[src/lp_ability_defs.svh]
// constants for the link partner ability register block
`ifndef LP_ABILITY_DEFS_SVH
`define LP_ABILITY_DEFS_SVH

// ----------------------------------------------------------------
// register indices (byte address = index * 4)
// ----------------------------------------------------------------
`define ADDR_W             8
`define IDX_W              6
`define IDX_PARTNER        6'h05
`define IDX_EXPANSION      6'h06
`define IDX_CONTROL        6'h10
`define IDX_INT_STATUS     6'h20
`define IDX_INT_MASK       6'h21
`define IDX_SELECTOR_STAT  6'h22

// ----------------------------------------------------------------
// partner ability word fields
// ----------------------------------------------------------------
`define BIT_NEXT_PAGE      15
`define BIT_ACK            14
`define BIT_REMOTE_FAULT   13
`define RSVD_HI            12
`define RSVD_LO            9
`define TAF_HI             8
`define TAF_LO             5
`define SEL_HI             4
`define SEL_LO             0
`define CW_HI              3
`define CW_LO              0
`define SEL_IEEE_8023      5'h01
`define SEL_IEEE_8029      5'h02
`define ABILITY_RESET      16'h0000

// ----------------------------------------------------------------
// other fields
// ----------------------------------------------------------------
`define BIT_PAGE_RECEIVED  1
`define BIT_OVERRIDE       15
`define INT_W              3
`define EV_PAGE            0
`define EV_FAULT           1
`define EV_BAD_SEL         2
`define RESP_OKAY          2'h0
`define RESP_SLVERR        2'h2
`define WORD_ZERO          32'h0000_0000

`endif

[src/lp_ability_pkg.sv]
// types shared by the link partner ability register block
`default_nettype none
package lp_ability_pkg;
`include "lp_ability_defs.svh"

	typedef enum logic [0:0]
	{
		WR_IDLE = 1'b0,
		WR_RESP = 1'b1
	} wr_state_e;

	typedef struct packed
	{
		logic [15:0] ability;
	} capture_s;

	typedef struct packed
	{
		wr_state_e             wr_state;
		logic                  aw_held;
		logic [`ADDR_W-1:0]    aw_addr;
		logic                  w_held;
		logic [31:0]           w_data;
		logic [3:0]            w_strb;
		logic [1:0]            bresp;
		logic                  rvalid;
		logic [31:0]           rdata;
		logic [1:0]            rresp;
		logic                  override;
		logic                  page_received;
		logic [`INT_W-1:0]     int_status;
		logic [`INT_W-1:0]     int_mask;
	} slave_s;

endpackage
`default_nettype wire

[src/partner_word_capture.sv]
// holding register for the received partner base page
`timescale 1ns/1ps
`default_nettype none
`include "lp_ability_defs.svh"

module partner_word_capture
	import lp_ability_pkg::*;
(
	input  wire logic                   aclk,
	input  wire logic                   aresetn,
	input  wire logic                   page_valid,
	input  wire logic [15:0]            page_word,
	input  wire logic                   cw_write,
	input  wire logic [`CW_HI:`CW_LO]   cw_data,
	output logic      [15:0]            ability
);

	capture_s s;
	capture_s next_s;

	// ------------------------------------------------------------
	// load from the link, or a permitted management override
	// ------------------------------------------------------------
	always_comb
	begin
		next_s = s;
		if (page_valid)
		begin
			// a fresh page wins over a same-cycle override write
			next_s.ability = page_word;
			next_s.ability[`RSVD_HI:`RSVD_LO] = '0;
		end
		else if (cw_write)
		begin
			// only the selector low bits may be overridden
			next_s.ability[`CW_HI:`CW_LO] = cw_data;
		end
	end

	// ------------------------------------------------------------
	// state register
	// ------------------------------------------------------------
	always_ff @(posedge aclk)
	begin
		if (!aresetn)
			s <= '{ability: `ABILITY_RESET};
		else
			s <= next_s;
	end

	assign ability = s.ability;

endmodule
`default_nettype wire

[src/lp_ability_regs.sv]
// partner ability register bank with an axi4-lite slave
//
// Overview of operation
// - The register is loaded from each base code word the partner sends.
// - Bit 15 shows the partner next-page flag, one meaning more pages follow.
// - Bit 14 shows the partner acknowledge of our own code word.
// - Bit 13 reads one when the partner reports a link fault.
// - Bits 8 to 5 show the partner 100TX-full, 100TX-half, 10T-full, 10T-half abilities.
// - Bit 9, the unsupported T4 ability, always reads zero.
// - Reserved bits 12 to 10 always read zero.
// - Bits 4 to 0 hold the partner selector, with 00001b the supported encoding.
// - The selector decode recognises 00001b and 00010b as defined codes.
// - Every stored partner word sets the latching page-received expansion bit.
// - Override-writable bits accept writes only while the override bit is one.
//
// register map, byte address = word index * 4
//   0x14  partner ability word, read only apart from override bits 3:0
//   0x18  expansion, bit 1 page received, latch high, cleared by its own read
//   0x40  control, bit 15 override enable, written through byte lane 1
//   0x80  interrupt status, bit 0 page, bit 1 remote fault, bit 2 foreign selector
//   0x84  interrupt mask, same layout, zero after reset
//   0x88  selector status, bit 0 ieee 802.3 code, bit 1 ieee 802.9 code
//   other words answer slverr; reads return zero and writes are dropped
//
// bus timing
//   read answer registered one edge after the address is taken
//   write answer one cycle after address and data are both held
//   address and data are taken in either order, each in its own slot
//   prot inputs are ignored; the map has no privileged split
//
// limitations
//   one write and one read in flight; later beats stall on ready
//   a page and an override write in one cycle: the page wins, the write is lost
//   interrupt status and page received: a new event beats a same-cycle clear
//   negotiation completion is flagged elsewhere; until then the word may be stale
`timescale 1ns/1ps
`default_nettype none
`include "lp_ability_defs.svh"

module lp_ability_regs
	import lp_ability_pkg::*;
(
	input  wire logic                   aclk,
	input  wire logic                   aresetn,
	// partner base page from the code-word receiver
	input  wire logic                   page_valid,
	input  wire logic [15:0]            page_word,
	// axi4-lite slave
	input  wire logic [`ADDR_W-1:0]     s_axi_awaddr,
	input  wire logic [2:0]             s_axi_awprot,
	input  wire logic                   s_axi_awvalid,
	output logic                        s_axi_awready,
	input  wire logic [31:0]            s_axi_wdata,
	input  wire logic [3:0]             s_axi_wstrb,
	input  wire logic                   s_axi_wvalid,
	output logic                        s_axi_wready,
	output logic [1:0]                  s_axi_bresp,
	output logic                        s_axi_bvalid,
	input  wire logic                   s_axi_bready,
	input  wire logic [`ADDR_W-1:0]     s_axi_araddr,
	input  wire logic [2:0]             s_axi_arprot,
	input  wire logic                   s_axi_arvalid,
	output logic                        s_axi_arready,
	output logic [31:0]                 s_axi_rdata,
	output logic [1:0]                  s_axi_rresp,
	output logic                        s_axi_rvalid,
	input  wire logic                   s_axi_rready,
	// decoded partner state and interrupt
	output logic                        sel_ieee_8023,
	output logic                        sel_ieee_8029,
	output logic                        irq
);

	slave_s                   s;
	slave_s                   next_s;
	logic [15:0]              ability;
	logic                     wr_fire;
	logic                     cw_write;
	logic [`INT_W-1:0]        events;
	logic [1:0]               page_sel;
	logic [1:0]               stored_sel;
	logic [31:0]              mask_merged;

	// ------------------------------------------------------------
	// helper functions
	// ------------------------------------------------------------

	// word decode, shared by the read and write paths
	function automatic logic reg_hit(input logic [`ADDR_W-1:0] addr,
		input logic [`IDX_W-1:0] idx);
		return addr[`ADDR_W-1:2] == idx;
	endfunction

	// byte-lane merge for writable words
	function automatic logic [31:0] merge_strb(input logic [31:0] old,
		input logic [31:0] data, input logic [3:0] strb);
		logic [31:0] res;
		res = old;
		for (int i = 0; i < 4; i++)
		begin
			if (strb[i])
				res[i*8 +: 8] = data[i*8 +: 8];
		end
		return res;
	endfunction

	// selector decode, used for status, interrupts and outputs
	function automatic logic [1:0] sel_decode(input logic [`SEL_HI:`SEL_LO] sel);
		logic [1:0] res;
		res = 2'h0;
		if (sel == `SEL_IEEE_8023)
			res[0] = 1'b1;
		if (sel == `SEL_IEEE_8029)
			res[1] = 1'b1;
		return res;
	endfunction

	// mapped word check, unmapped addresses answer slverr
	function automatic logic mapped(input logic [`ADDR_W-1:0] addr);
		return reg_hit(addr, `IDX_PARTNER) || reg_hit(addr, `IDX_EXPANSION) ||
			reg_hit(addr, `IDX_CONTROL) || reg_hit(addr, `IDX_INT_STATUS) ||
			reg_hit(addr, `IDX_INT_MASK) || reg_hit(addr, `IDX_SELECTOR_STAT);
	endfunction

	// ------------------------------------------------------------
	// partner word holding register
	// ------------------------------------------------------------

	// a write applies only when both slots are full and no answer waits
	// override writes reach only the low selector byte lane
	assign wr_fire  = s.aw_held && s.w_held && (s.wr_state == WR_IDLE);
	assign cw_write = wr_fire && reg_hit(s.aw_addr, `IDX_PARTNER) &&
		s.override && s.w_strb[0];

	partner_word_capture capture
	(
		.aclk       (aclk),
		.aresetn    (aresetn),
		.page_valid (page_valid),
		.page_word  (page_word),
		.cw_write   (cw_write),
		.cw_data    (s.w_data[`CW_HI:`CW_LO]),
		.ability    (ability)
	);

	// ------------------------------------------------------------
	// shared decodes
	// ------------------------------------------------------------

	// each decode is named once so every user sees the same value
	assign page_sel    = sel_decode(page_word[`SEL_HI:`SEL_LO]);
	assign stored_sel  = sel_decode(ability[`SEL_HI:`SEL_LO]);
	// mask bits padded to a word so the shared lane merge applies
	assign mask_merged = merge_strb({29'h0, s.int_mask}, s.w_data, s.w_strb);

	// ------------------------------------------------------------
	// events from the link side
	// ------------------------------------------------------------

	// page arrival, partner-reported fault, foreign selector
	// one-cycle pulses, made sticky in the status word
	always_comb
	begin
		events = '0;
		events[`EV_PAGE]    = page_valid;
		events[`EV_FAULT]   = page_valid && page_word[`BIT_REMOTE_FAULT];
		// anything but the one supported encoding counts as foreign
		events[`EV_BAD_SEL] = page_valid && !page_sel[0];
	end

	// ------------------------------------------------------------
	// next-state logic
	// ------------------------------------------------------------
	always_comb
	begin
		next_s = s;

		// write address and data are accepted in either order
		if (s_axi_awvalid && s_axi_awready)
		begin
			next_s.aw_held = 1'b1;
			next_s.aw_addr = s_axi_awaddr;
		end
		if (s_axi_wvalid && s_axi_wready)
		begin
			next_s.w_held = 1'b1;
			next_s.w_data = s_axi_wdata;
			next_s.w_strb = s_axi_wstrb;
		end

		// write channel state machine
		case (s.wr_state)
			WR_IDLE:
			begin
				// both halves held: apply the write and queue its answer
				if (wr_fire)
				begin
					next_s.aw_held  = 1'b0;
					next_s.w_held   = 1'b0;
					next_s.wr_state = WR_RESP;
					next_s.bresp    = mapped(s.aw_addr) ? `RESP_OKAY : `RESP_SLVERR;
					if (reg_hit(s.aw_addr, `IDX_CONTROL) && s.w_strb[1])
						next_s.override = s.w_data[`BIT_OVERRIDE];
					if (reg_hit(s.aw_addr, `IDX_INT_MASK))
						next_s.int_mask = mask_merged[`INT_W-1:0];
					// write one to clear
					if (reg_hit(s.aw_addr, `IDX_INT_STATUS) && s.w_strb[0])
						next_s.int_status = s.int_status & ~s.w_data[`INT_W-1:0];
				end
			end
			WR_RESP:
			begin
				// the answer stands until the master takes it
				if (s_axi_bready)
					next_s.wr_state = WR_IDLE;
			end
			default:
			begin
				// unreachable with a one-bit state, kept for recovery
				next_s.wr_state = WR_IDLE;
			end
		endcase

		// read channel, one outstanding read, data held in a register
		if (s.rvalid && s_axi_rready)
			next_s.rvalid = 1'b0;
		if (s_axi_arvalid && s_axi_arready)
		begin
			// unmapped words read zero and answer slverr
			next_s.rvalid = 1'b1;
			next_s.rresp  = mapped(s_axi_araddr) ? `RESP_OKAY : `RESP_SLVERR;
			next_s.rdata  = `WORD_ZERO;
			if (reg_hit(s_axi_araddr, `IDX_PARTNER))
				next_s.rdata[15:0] = ability;
			if (reg_hit(s_axi_araddr, `IDX_EXPANSION))
			begin
				next_s.rdata[`BIT_PAGE_RECEIVED] = s.page_received;
				// latch-high bit clears on read of the expansion word
				next_s.page_received = 1'b0;
			end
			if (reg_hit(s_axi_araddr, `IDX_CONTROL))
				next_s.rdata[`BIT_OVERRIDE] = s.override;
			if (reg_hit(s_axi_araddr, `IDX_INT_STATUS))
				next_s.rdata[`INT_W-1:0] = s.int_status;
			if (reg_hit(s_axi_araddr, `IDX_INT_MASK))
				next_s.rdata[`INT_W-1:0] = s.int_mask;
			if (reg_hit(s_axi_araddr, `IDX_SELECTOR_STAT))
				next_s.rdata[1:0] = stored_sel;
		end

		// link events land last so they override any clear above
		// set wins over a same-cycle clear
		if (page_valid)
			next_s.page_received = 1'b1;
		for (int i = 0; i < `INT_W; i++)
		begin
			if (events[i])
				next_s.int_status[i] = 1'b1;
		end
	end

	// ------------------------------------------------------------
	// state register
	// ------------------------------------------------------------

	// one register for the whole struct keeps reset in one place
	always_ff @(posedge aclk)
	begin
		if (!aresetn)
			s <= '0;
		else
			s <= next_s;
	end

	// ------------------------------------------------------------
	// bus handshakes and outputs
	// ------------------------------------------------------------

	// holding slots stall further beats until the response is taken
	// arready returns only once the read answer is taken
	assign s_axi_awready = !s.aw_held && (s.wr_state == WR_IDLE);
	assign s_axi_wready  = !s.w_held && (s.wr_state == WR_IDLE);
	assign s_axi_bvalid  = (s.wr_state == WR_RESP);
	assign s_axi_bresp   = s.bresp;
	assign s_axi_arready = !s.rvalid;
	assign s_axi_rvalid  = s.rvalid;
	assign s_axi_rdata   = s.rdata;
	assign s_axi_rresp   = s.rresp;

	// decode of the stored selector, from the holding register
	assign sel_ieee_8023 = stored_sel[0];
	assign sel_ieee_8029 = stored_sel[1];

	// level interrupt while any unmasked status bit stands
	// no edge detect: the line stays up until software clears or masks
	assign irq = |(s.int_status & s.int_mask);

endmodule
`default_nettype wire

[config.mk]
export PLATFORM = sky130hd
export DESIGN_NAME = lp_ability_regs
export DESIGN_NICKNAME = d
export VERILOG_FILES = /design/src/lp_ability_pkg.sv /design/src/partner_word_capture.sv /design/src/lp_ability_regs.sv
export VERILOG_INCLUDE_DIRS = /design/src
export SDC_FILE = /design/constraint.sdc
export NUM_CORES = 1
export LEC_CHECK = 0
export BUFFER_PORTS_ARGS = -buffer_cell sky130_fd_sc_hd__buf_4
export CORE_MARGIN = 3
export CORE_UTILIZATION = 50
export CTS_CLUSTER_DIAMETER = 60
export CTS_CLUSTER_SIZE = 28
export DETAILED_ROUTE_END_ITERATION = 10
export PLACE_DENSITY_LB_ADDON = 0.12
export SYNTH_ARGS = -nofsm -noshare
export SYNTH_HDL_FRONTEND = slang
export SYNTH_SLANG_ARGS = --single-unit
[constraint.sdc]
create_clock -name aclk -period 2.6 [get_ports aclk]
set_clock_uncertainty 0.05 [all_clocks]
set_input_delay 0.78 -clock aclk [delete_from_list [all_inputs] [get_ports aclk]]
set_output_delay 0.78 -clock aclk [all_outputs]
set_load 0.02 [all_outputs]
## After elaboration in Yosys (flattened, before gate mapping)

Index checks and enable logic that the tools add are counted.

| operators by class | value |
|---|---|
| bitwise logic cells | 4 |
| equal/unequal tests | 18 |
| reductions and logical operators | 47 |
| mux-type cells | 34 |

Operator list:

| operator | count |
|---|---|
| $mux W37 | 1 |
| $eq A6 B6 Y1 const B | 6 |
| $mux W35 | 1 |
| $eq A6 B3 Y1 const B | 4 |
| $reduce_bool A2 Y1 | 10 |
| $mux W1 | 16 |
| $mux W16 | 1 |
| $logic_and A1 B1 Y1 | 15 |
| $mux W3 | 5 |
| $eq A6 B5 Y1 const B | 2 |
| $mux W6 | 2 |
| $reduce_and A3 Y1 | 4 |
| $eq A5 B1 Y1 const B | 2 |
| $logic_or A1 B1 Y1 | 10 |
| $mux W9 | 1 |
| $mux W2 | 4 |
| $mux W4 | 2 |
| $and A3 B3 Y3 | 2 |
| $eq A5 B2 Y1 const B | 1 |
| $logic_not A1 Y1 | 4 |
| $ne A2 B1 Y1 const B | 2 |
| $reduce_and A2 Y1 | 2 |
| $reduce_and A4 Y1 | 1 |
| $not A3 Y3 | 1 |
| 4 further kinds | 4 |

| storage, ports and cells | value |
|---|---|
| logic and storage cells | 121 |
| output and inout bits | 44 |
| register bits | 88 |
| input port bits | 82 |

## Logic depth before layout (Yosys ltp)

Gate-level depths: netlist of the first run.

| depth | value |
|---|---|
| depth after elaboration | 8 |
| mapped depth | 6 |
| gate-level depth less buffers | 4 |

## By module

A second synthesis of the first run with hierarchy kept.

| unflattened totals | value |
|---|---|
| cells, all modules | 316 |
| area total of the unflattened synthesis | 2728.9 sq um |

Modules (own cells, without submodules):

| module | instances | area each (sq um) | seq. area each (sq um) | cells an instance |
|---|---|---|---|---|
| lp_ability_regs | 1 | 2192.1 | 860.8 | 268 |
| partner_word_capture | 1 | 536.8 | 240.2 | 48 |

## Worst setup path before layout of the first run

No wires, ideal clock.

| timing | value |
|---|---|
| path kind | reg-to-output |
| from | register capture.s (netlist bit capture.ability[3]) |
| to | output sel_ieee_8029 |
| data required time | 1.770 ns |
| cell stages (with the launch flop) | 3 |
| arrival time | 1.286 ns |
| path slack | 0.484 ns |
| path buffers | 0 |
| cells stage by stage | dfxtp_1 -> or3_4 -> nor3b_1 |

| on the way | value |
|---|---|
| cells in the longest elaborated chain, start to end | 2 |

Ends and longest elaborated chain:

| what | RTL line | RTL |
|---|---|---|
| from (decl) | partner_word_capture.sv:18 | `capture_s s;` |
| from (signal assigned) | partner_word_capture.sv:46 | `` s <= '{ability: `ABILITY_RESET}; `` |
| from (signal assigned) | partner_word_capture.sv:48 | `s <= next_s;` |
| $eq A5 B2 Y1 (no line) | -- |  |
| $mux W1 | lp_ability_regs.sv:113 | `` if (sel == `SEL_IEEE_8029) `` |
| to (decl) | lp_ability_regs.sv:70 | `output logic sel_ieee_8029,` |

Every way passes these cells.

## Worst setup path after layout of the first run

Ends and elaborated chain as after synthesis.

==> results.sh, run 1 <==
export IMPL_start_kind="flip-flop"
export IMPL_syn_area_um2=2580
export IMPL_antenna_found_initial=0
export IMPL_rsz0062_at_grt="no"
export IMPL_ys_seq_elements=51
export IMPL_cts_made_buffers=5
export IMPL_grt_overflow_total=0
export IMPL_crit_start="capture.ability[3]"
export IMPL_start_util_pct=53.3
export IMPL_insertion_delay_ps=300
export IMPL_ant_nets=0
export IMPL_firstDrtPassIters=4
export IMPL_tns_ps=0
export IMPL_synth_edf_count=0
export IMPL_core_area_um2=4850
export IMPL_wl_um=5160
export IMPL_cp_max_fo=3
export IMPL_io_buffer_count=60
export IMPL_nNetsFinal=413
export IMPL_ff2ff_path_depth=4
export IMPL_synth_top_area_share_pct=39.5
export IMPL_outcome="finished, final reports clean"
export IMPL_viasPerCell=5.01
export IMPL_hp_class="flip-flop to flip-flop"
export IMPL_area_growth_pct=14.3
export IMPL_crit_required_ps=1770
export IMPL_drc=0
export IMPL_p_leak_nw=1.30
export IMPL_netlist_top_cells_count="51 x dfxtp_1, 37 x buf_4, 29 x nand2_1, 24 x nor2b_1, 22 x mux2i_1"
export IMPL_grt_use_total_pct=17.5
export IMPL_r2r_end="s[4]"
export IMPL_setup_ws_ps=166
export IMPL_first_global_vias=1845
export IMPL_setup_viol=0
export IMPL_synth_cell_types=41
export IMPL_finalNonFillerCells=399
export IMPL_drt_wirelength_per_cell_um=12.9
export IMPL_postCtsSetupBuffers=0
export IMPL_clk_transition_reported_paths_ps=90
export IMPL_crit_path_end_kind="output pin"
export IMPL_period_needed_ps=2430
export IMPL_dpl_hpwl_um=3800
export IMPL_die_w_um=77.9
export IMPL_cellPowerDensity_nw_per_um2=528
export IMPL_netlist_instances=293
export IMPL_yosysWarnings=0
export IMPL_ff2ff_setup_slack_ps=1120
export IMPL_hold_worst_slack_ps=404
export IMPL_tritoncts="yes"
export IMPL_post_cts_resized=0
export IMPL_synth_area_leaders="dfxtp_1 40%, buf_4 11%, mux2i_1 8.5%, nor2b_1 5.8%, nand2_1 4.2%"
export IMPL_synth_most_common_cell="dfxtp_1"
export IMPL_cp_arrival_ps=1600
export IMPL_async_reset_ff_share_pct=0
export IMPL_endpoint="sel_ieee_8029"
export IMPL_cap_violations=0
export IMPL_final_layout_size_suffix_gt1_share_pct=22.6
export IMPL_n_antenna_cell=0
export IMPL_r2r_start="s[87]"
export IMPL_grt_max_degree=52
export IMPL_place_ws_ps=482
export IMPL_fp_row_count=25
export IMPL_htreeDepth=2
export IMPL_vias=1997
export IMPL_clock_path_buffers=2
export IMPL_syn_avg_cell_area_um2=8.81
export IMPL_fin_total_pwr_mw=1.56
export IMPL_irDropWorstVdd_mv=0.296
export IMPL_grt_pass1_wl_um=8630
export IMPL_place_inst=391
export IMPL_die_h_um=77.9
export IMPL_cts_root_buf="clkbuf_8"
export IMPL_holdBufCountCts=0
export IMPL_cts_sink_count=51
export IMPL_gp_congestion=0.760
export IMPL_final_max_slew_viol_count=0
export IMPL_ios=126
export IMPL_drt_iter0_markers=157
export IMPL_fin_crit_sh_pct=93.6
export IMPL_yosysSeqAreaShare_pct=39.5
export IMPL_die_area_um2=6060
export IMPL_fmax_ghz=0.411
export IMPL_yosysTopAreaCell="dfxtp_1"
export IMPL_crit_type="flip-flop to output pin"
export IMPL_ys_flop_type="dfxtp_1"
export IMPL_hold_viol_final=0
==> power by group <==
| part | total (mW) | internal, mW | switching [mW] | leakage (nW) |
|---|---|---|---|---|
| clock network | 0.441 | 0.185 | 0.257 | 0.0477 |
| registers | 0.858 | 0.821 | 0.0362 | 0.419 |
| logic | 0.259 | 0.117 | 0.142 | 0.833 |
==> critical path: stages, from the launching register on <==
cell and delay, ps:
dfxtp_1 340, or3_4 400, nor3b_1 350, buf_4 220
==> flip-flops by register name, indices dropped and copies added (netlist names) <==
name             count
s                   23
s_axi_rresp          1
s_axi_rvalid         1
s_axi_bvalid         1
s_axi_rdata         12
capture.ability     12
s_axi_bresp          1
==> metrics by stage <==
| stage | utilization (%) | cell area, um^2 |
|---|---|---|
| detailed placement | 59.2 | 2870 |
| floorplan | - | 2660 |
| finish | 60.9 | 2950 |
| global placement | 59.2 | 2870 |
| global route | 60.9 | 2950 |
| CTS | 60.9 | 2950 |
==> worst min-delay path by stage <==
stage / end / from / depth (start not counted) / slack [ps]
global route: s_axi_rdata[14] / s_axi_rdata[14] / 2 / 430
detailed placement: s_axi_rdata[6] / s_axi_rdata[6] / 2 / 400
floorplan: s_axi_rdata[13] / s_axi_rdata[13] / 2 / 380
global placement: s_axi_rdata[8] / s_axi_rdata[8] / 2 / 390
finish: s_axi_rdata[6] / s_axi_rdata[6] / 2 / 400
CTS: s_axi_rdata[6] / s_axi_rdata[6] / 2 / 410
==> routing by layer <==
metal  part of all wire, %  track usage, %  vias up
li1                      -               -     1023
met1                    48            24.1      913
met2                    45            27.2       55
met3                   5.7            4.29        6
met4                   1.2            4.80        0
met5                     0               0        -
==> final cells by class <==
type | instances | area (um^2)
Inverter | 8 | 30.0
Timing Repair Buffer | 61 | 458
Clock buffer | 5 | 68.8
Tap cell | 67 | 83.8
Multi-Input combinational cell | 204 | 1280
Clock inverter | 3 | 15.0
Sequential cell | 51 | 1020
Fill cell | 460 | 1900
==> cell usage in the layout (no fill, tap or decap), drive strengths merged, types with 7 or more instances in the layout <==
master	instances
conb	22
buf	61
nand3	13
o21ai	16
inv	8
nor2b	24
nand2	29
a21boi	17
dfxtp	51
nor2	7
a21oi	14
mux2i	22
==> cell families after synthesis <==
group,share of synthesized area [%]
AND/OR/NAND/NOR,21.8
flip-flops,39.5
buffers and inverters,14.1
other,0.145
multiplexers,8.53
AO/OA/AOI/OAI,15.9
(Power assumes the default switching activity.)
==> inputs of run 2 (changes only) <==
CAP_MARGIN = 5   (was default)
CTS_BUF_LIST = sky130_fd_sc_hd__clkbuf_16   (was default)
CTS_CLUSTER_DIAMETER = default   (was 60)
==> results.sh, run 2 (synthesis gave the netlist of run 1 again) <==
export IMPL_grt_pass1_wl_um=8630
export IMPL_nFillCells=457
export IMPL_drt_wirelength_per_cell_um=13.0
export IMPL_wl_um=5190
export IMPL_irDropWorstVdd_mv=0.354
export IMPL_rsz0062_at_grt="no"
export IMPL_place_ws_ps=482
export IMPL_cts_root_buf="clkbuf_16"
export IMPL_hp_start="s_axi_rdata[6]"
export IMPL_holdPathStages=2
export IMPL_first_global_vias=1853
export IMPL_cp_arrival_ps=1560
export IMPL_setup_ws_ps=209
export IMPL_die_h_um=77.9
export IMPL_ff2ff_path_depth=4
export IMPL_cellPowerDensity_nw_per_um2=581
export IMPL_period_needed_ps=2390
export IMPL_die_w_um=77.9
export IMPL_place_inst=391
export IMPL_netSwitchingFraction_pct=26.2
export IMPL_insertion_delay_ps=290
export IMPL_tritoncts="yes"
export IMPL_cts_made_buffers=5
export IMPL_nNetsFinal=413
export IMPL_tns_ps=0
export IMPL_fmax_ghz=0.418
export IMPL_io_buffer_count=60
export IMPL_outcome="finished, final reports clean"
export IMPL_final_area_um2=3010
export IMPL_p_int_mw=1.29
export IMPL_holdBufCountCts=0
export IMPL_cap_violations=0
export IMPL_grt_use_total_pct=17.5
export IMPL_hp_class="flip-flop to flip-flop"
export IMPL_area_growth_pct=16.5
export IMPL_fin_crit_sh_pct=92.0
export IMPL_clock_path_buffers=2
export IMPL_setup_viol=0
export IMPL_dpl_hpwl_um=3800
export IMPL_min_to="s_axi_rdata[6]"
export IMPL_p_comb_share_pct=14.8
export IMPL_hold_viol_final=0
export IMPL_p_clk_share_pct=36.1
export IMPL_layout_commonest_cell="buf_4"
export IMPL_r2r_start="s[87]"
export IMPL_utilization_pct=62.1
export IMPL_finalNonFillerCells=399
export IMPL_viasPerCell=5.02
export IMPL_p_seq_share_pct=49.0
export IMPL_fp_row_count=25
export IMPL_start_kind="flip-flop"
export IMPL_largest_register_ff_count=23
export IMPL_drt_iter0_markers=133
export IMPL_final_layout_size_suffix_gt1_share_pct=22.6
export IMPL_cts_sink_count=51
export IMPL_mostFrequentLayoutCells="61 x buf_4, 51 x dfxtp_1, 29 x nand2_1"
export IMPL_fin_total_pwr_mw=1.75
export IMPL_crit_required_ps=1770
export IMPL_core_area_um2=4850
export IMPL_start_util_pct=53.3
export IMPL_htreeDepth=2
export IMPL_drc=0
export IMPL_placed_area_um2=2870
export IMPL_crit_type="flip-flop to output pin"
export IMPL_ios=126
export IMPL_r2r_end="s[4]"
export IMPL_gp_congestion=0.760
export IMPL_final_max_slew_viol_count=0
export IMPL_hold_worst_slack_ps=402
export IMPL_vias=2003
export IMPL_ant_nets=0
export IMPL_crit_path_end_kind="output pin"
export IMPL_postCtsSetupBuffers=0
export IMPL_clk_transition_reported_paths_ps=70
export IMPL_post_cts_resized=0
export IMPL_cp_max_fo=3
export IMPL_ff2ff_setup_slack_ps=1110
export IMPL_firstDrtPassIters=4
export IMPL_top_register="s"
export IMPL_p_switching_mw=0.459
export IMPL_grt_max_degree=52
export IMPL_die_area_um2=6060
export IMPL_antenna_found_initial=0
export IMPL_n_antenna_cell=0
export IMPL_grt_overflow_total=0
export IMPL_p_leak_nw=1.32
==> run 2: cell count changes in the layout (fill, tap and decap cells not counted) <==
cell	before	now
clkbuf_16	0	5
clkbuf_8	5	0
==> run 2: worst max path at each step <==
stage,startpoint,end,depth (start not counted)
4_1_cts,capture.ability[3],sel_ieee_8029,3
2_1_floorplan,capture.ability[3],sel_ieee_8029,2
3_5_place_dp,s_axi_araddr[7],s_axi_rdata[13],5
6_report,capture.ability[3],sel_ieee_8029,3
5_1_grt,capture.ability[3],sel_ieee_8029,3
3_3_place_gp,s_axi_araddr[7],s_axi_rdata[2],5
==> run 2: per-layer routing <==
layer | up-vias | part of all wire, % | routed length, um | track usage (%)
li1 | 1021 | - | - | -
met1 | 920 | 48 | 2500 | 23.7
met2 | 57 | 45 | 2330 | 27.6
met3 | 5 | 6.0 | 311 | 4.29
met4 | 0 | 0.93 | 48 | 4.80
met5 | - | 0 | 0 | 0
==> run 2: worst max-delay path, stage by stage (launching register included) <==
cell and delay [ps]:
dfxtp_1 330, or3_4 400, nor3b_1 340, buf_4 210
==> run 2: final cells by class <==
class	count	area, um^2	area share [%]
clock inverters	3	15.0	0.499
repair buffers	61	458	15.2
inverters	8	30.0	0.998
flip-flops and latches	51	1020	33.9
clock buffers	5	125	4.16
well taps	67	83.8	2.79
multi-input cells	204	1280	42.4
==> run 2: power by group through the flow <==
stage	combinational, mW	clock [mW]	sequential, mW
after floorplan	0.200	0	0.866
after global placement	0.256	0	0.874
after detailed placement	0.260	0	0.875
after CTS	0.261	0.639	0.858
after global routing	0.287	0.668	0.864
final	0.259	0.632	0.858
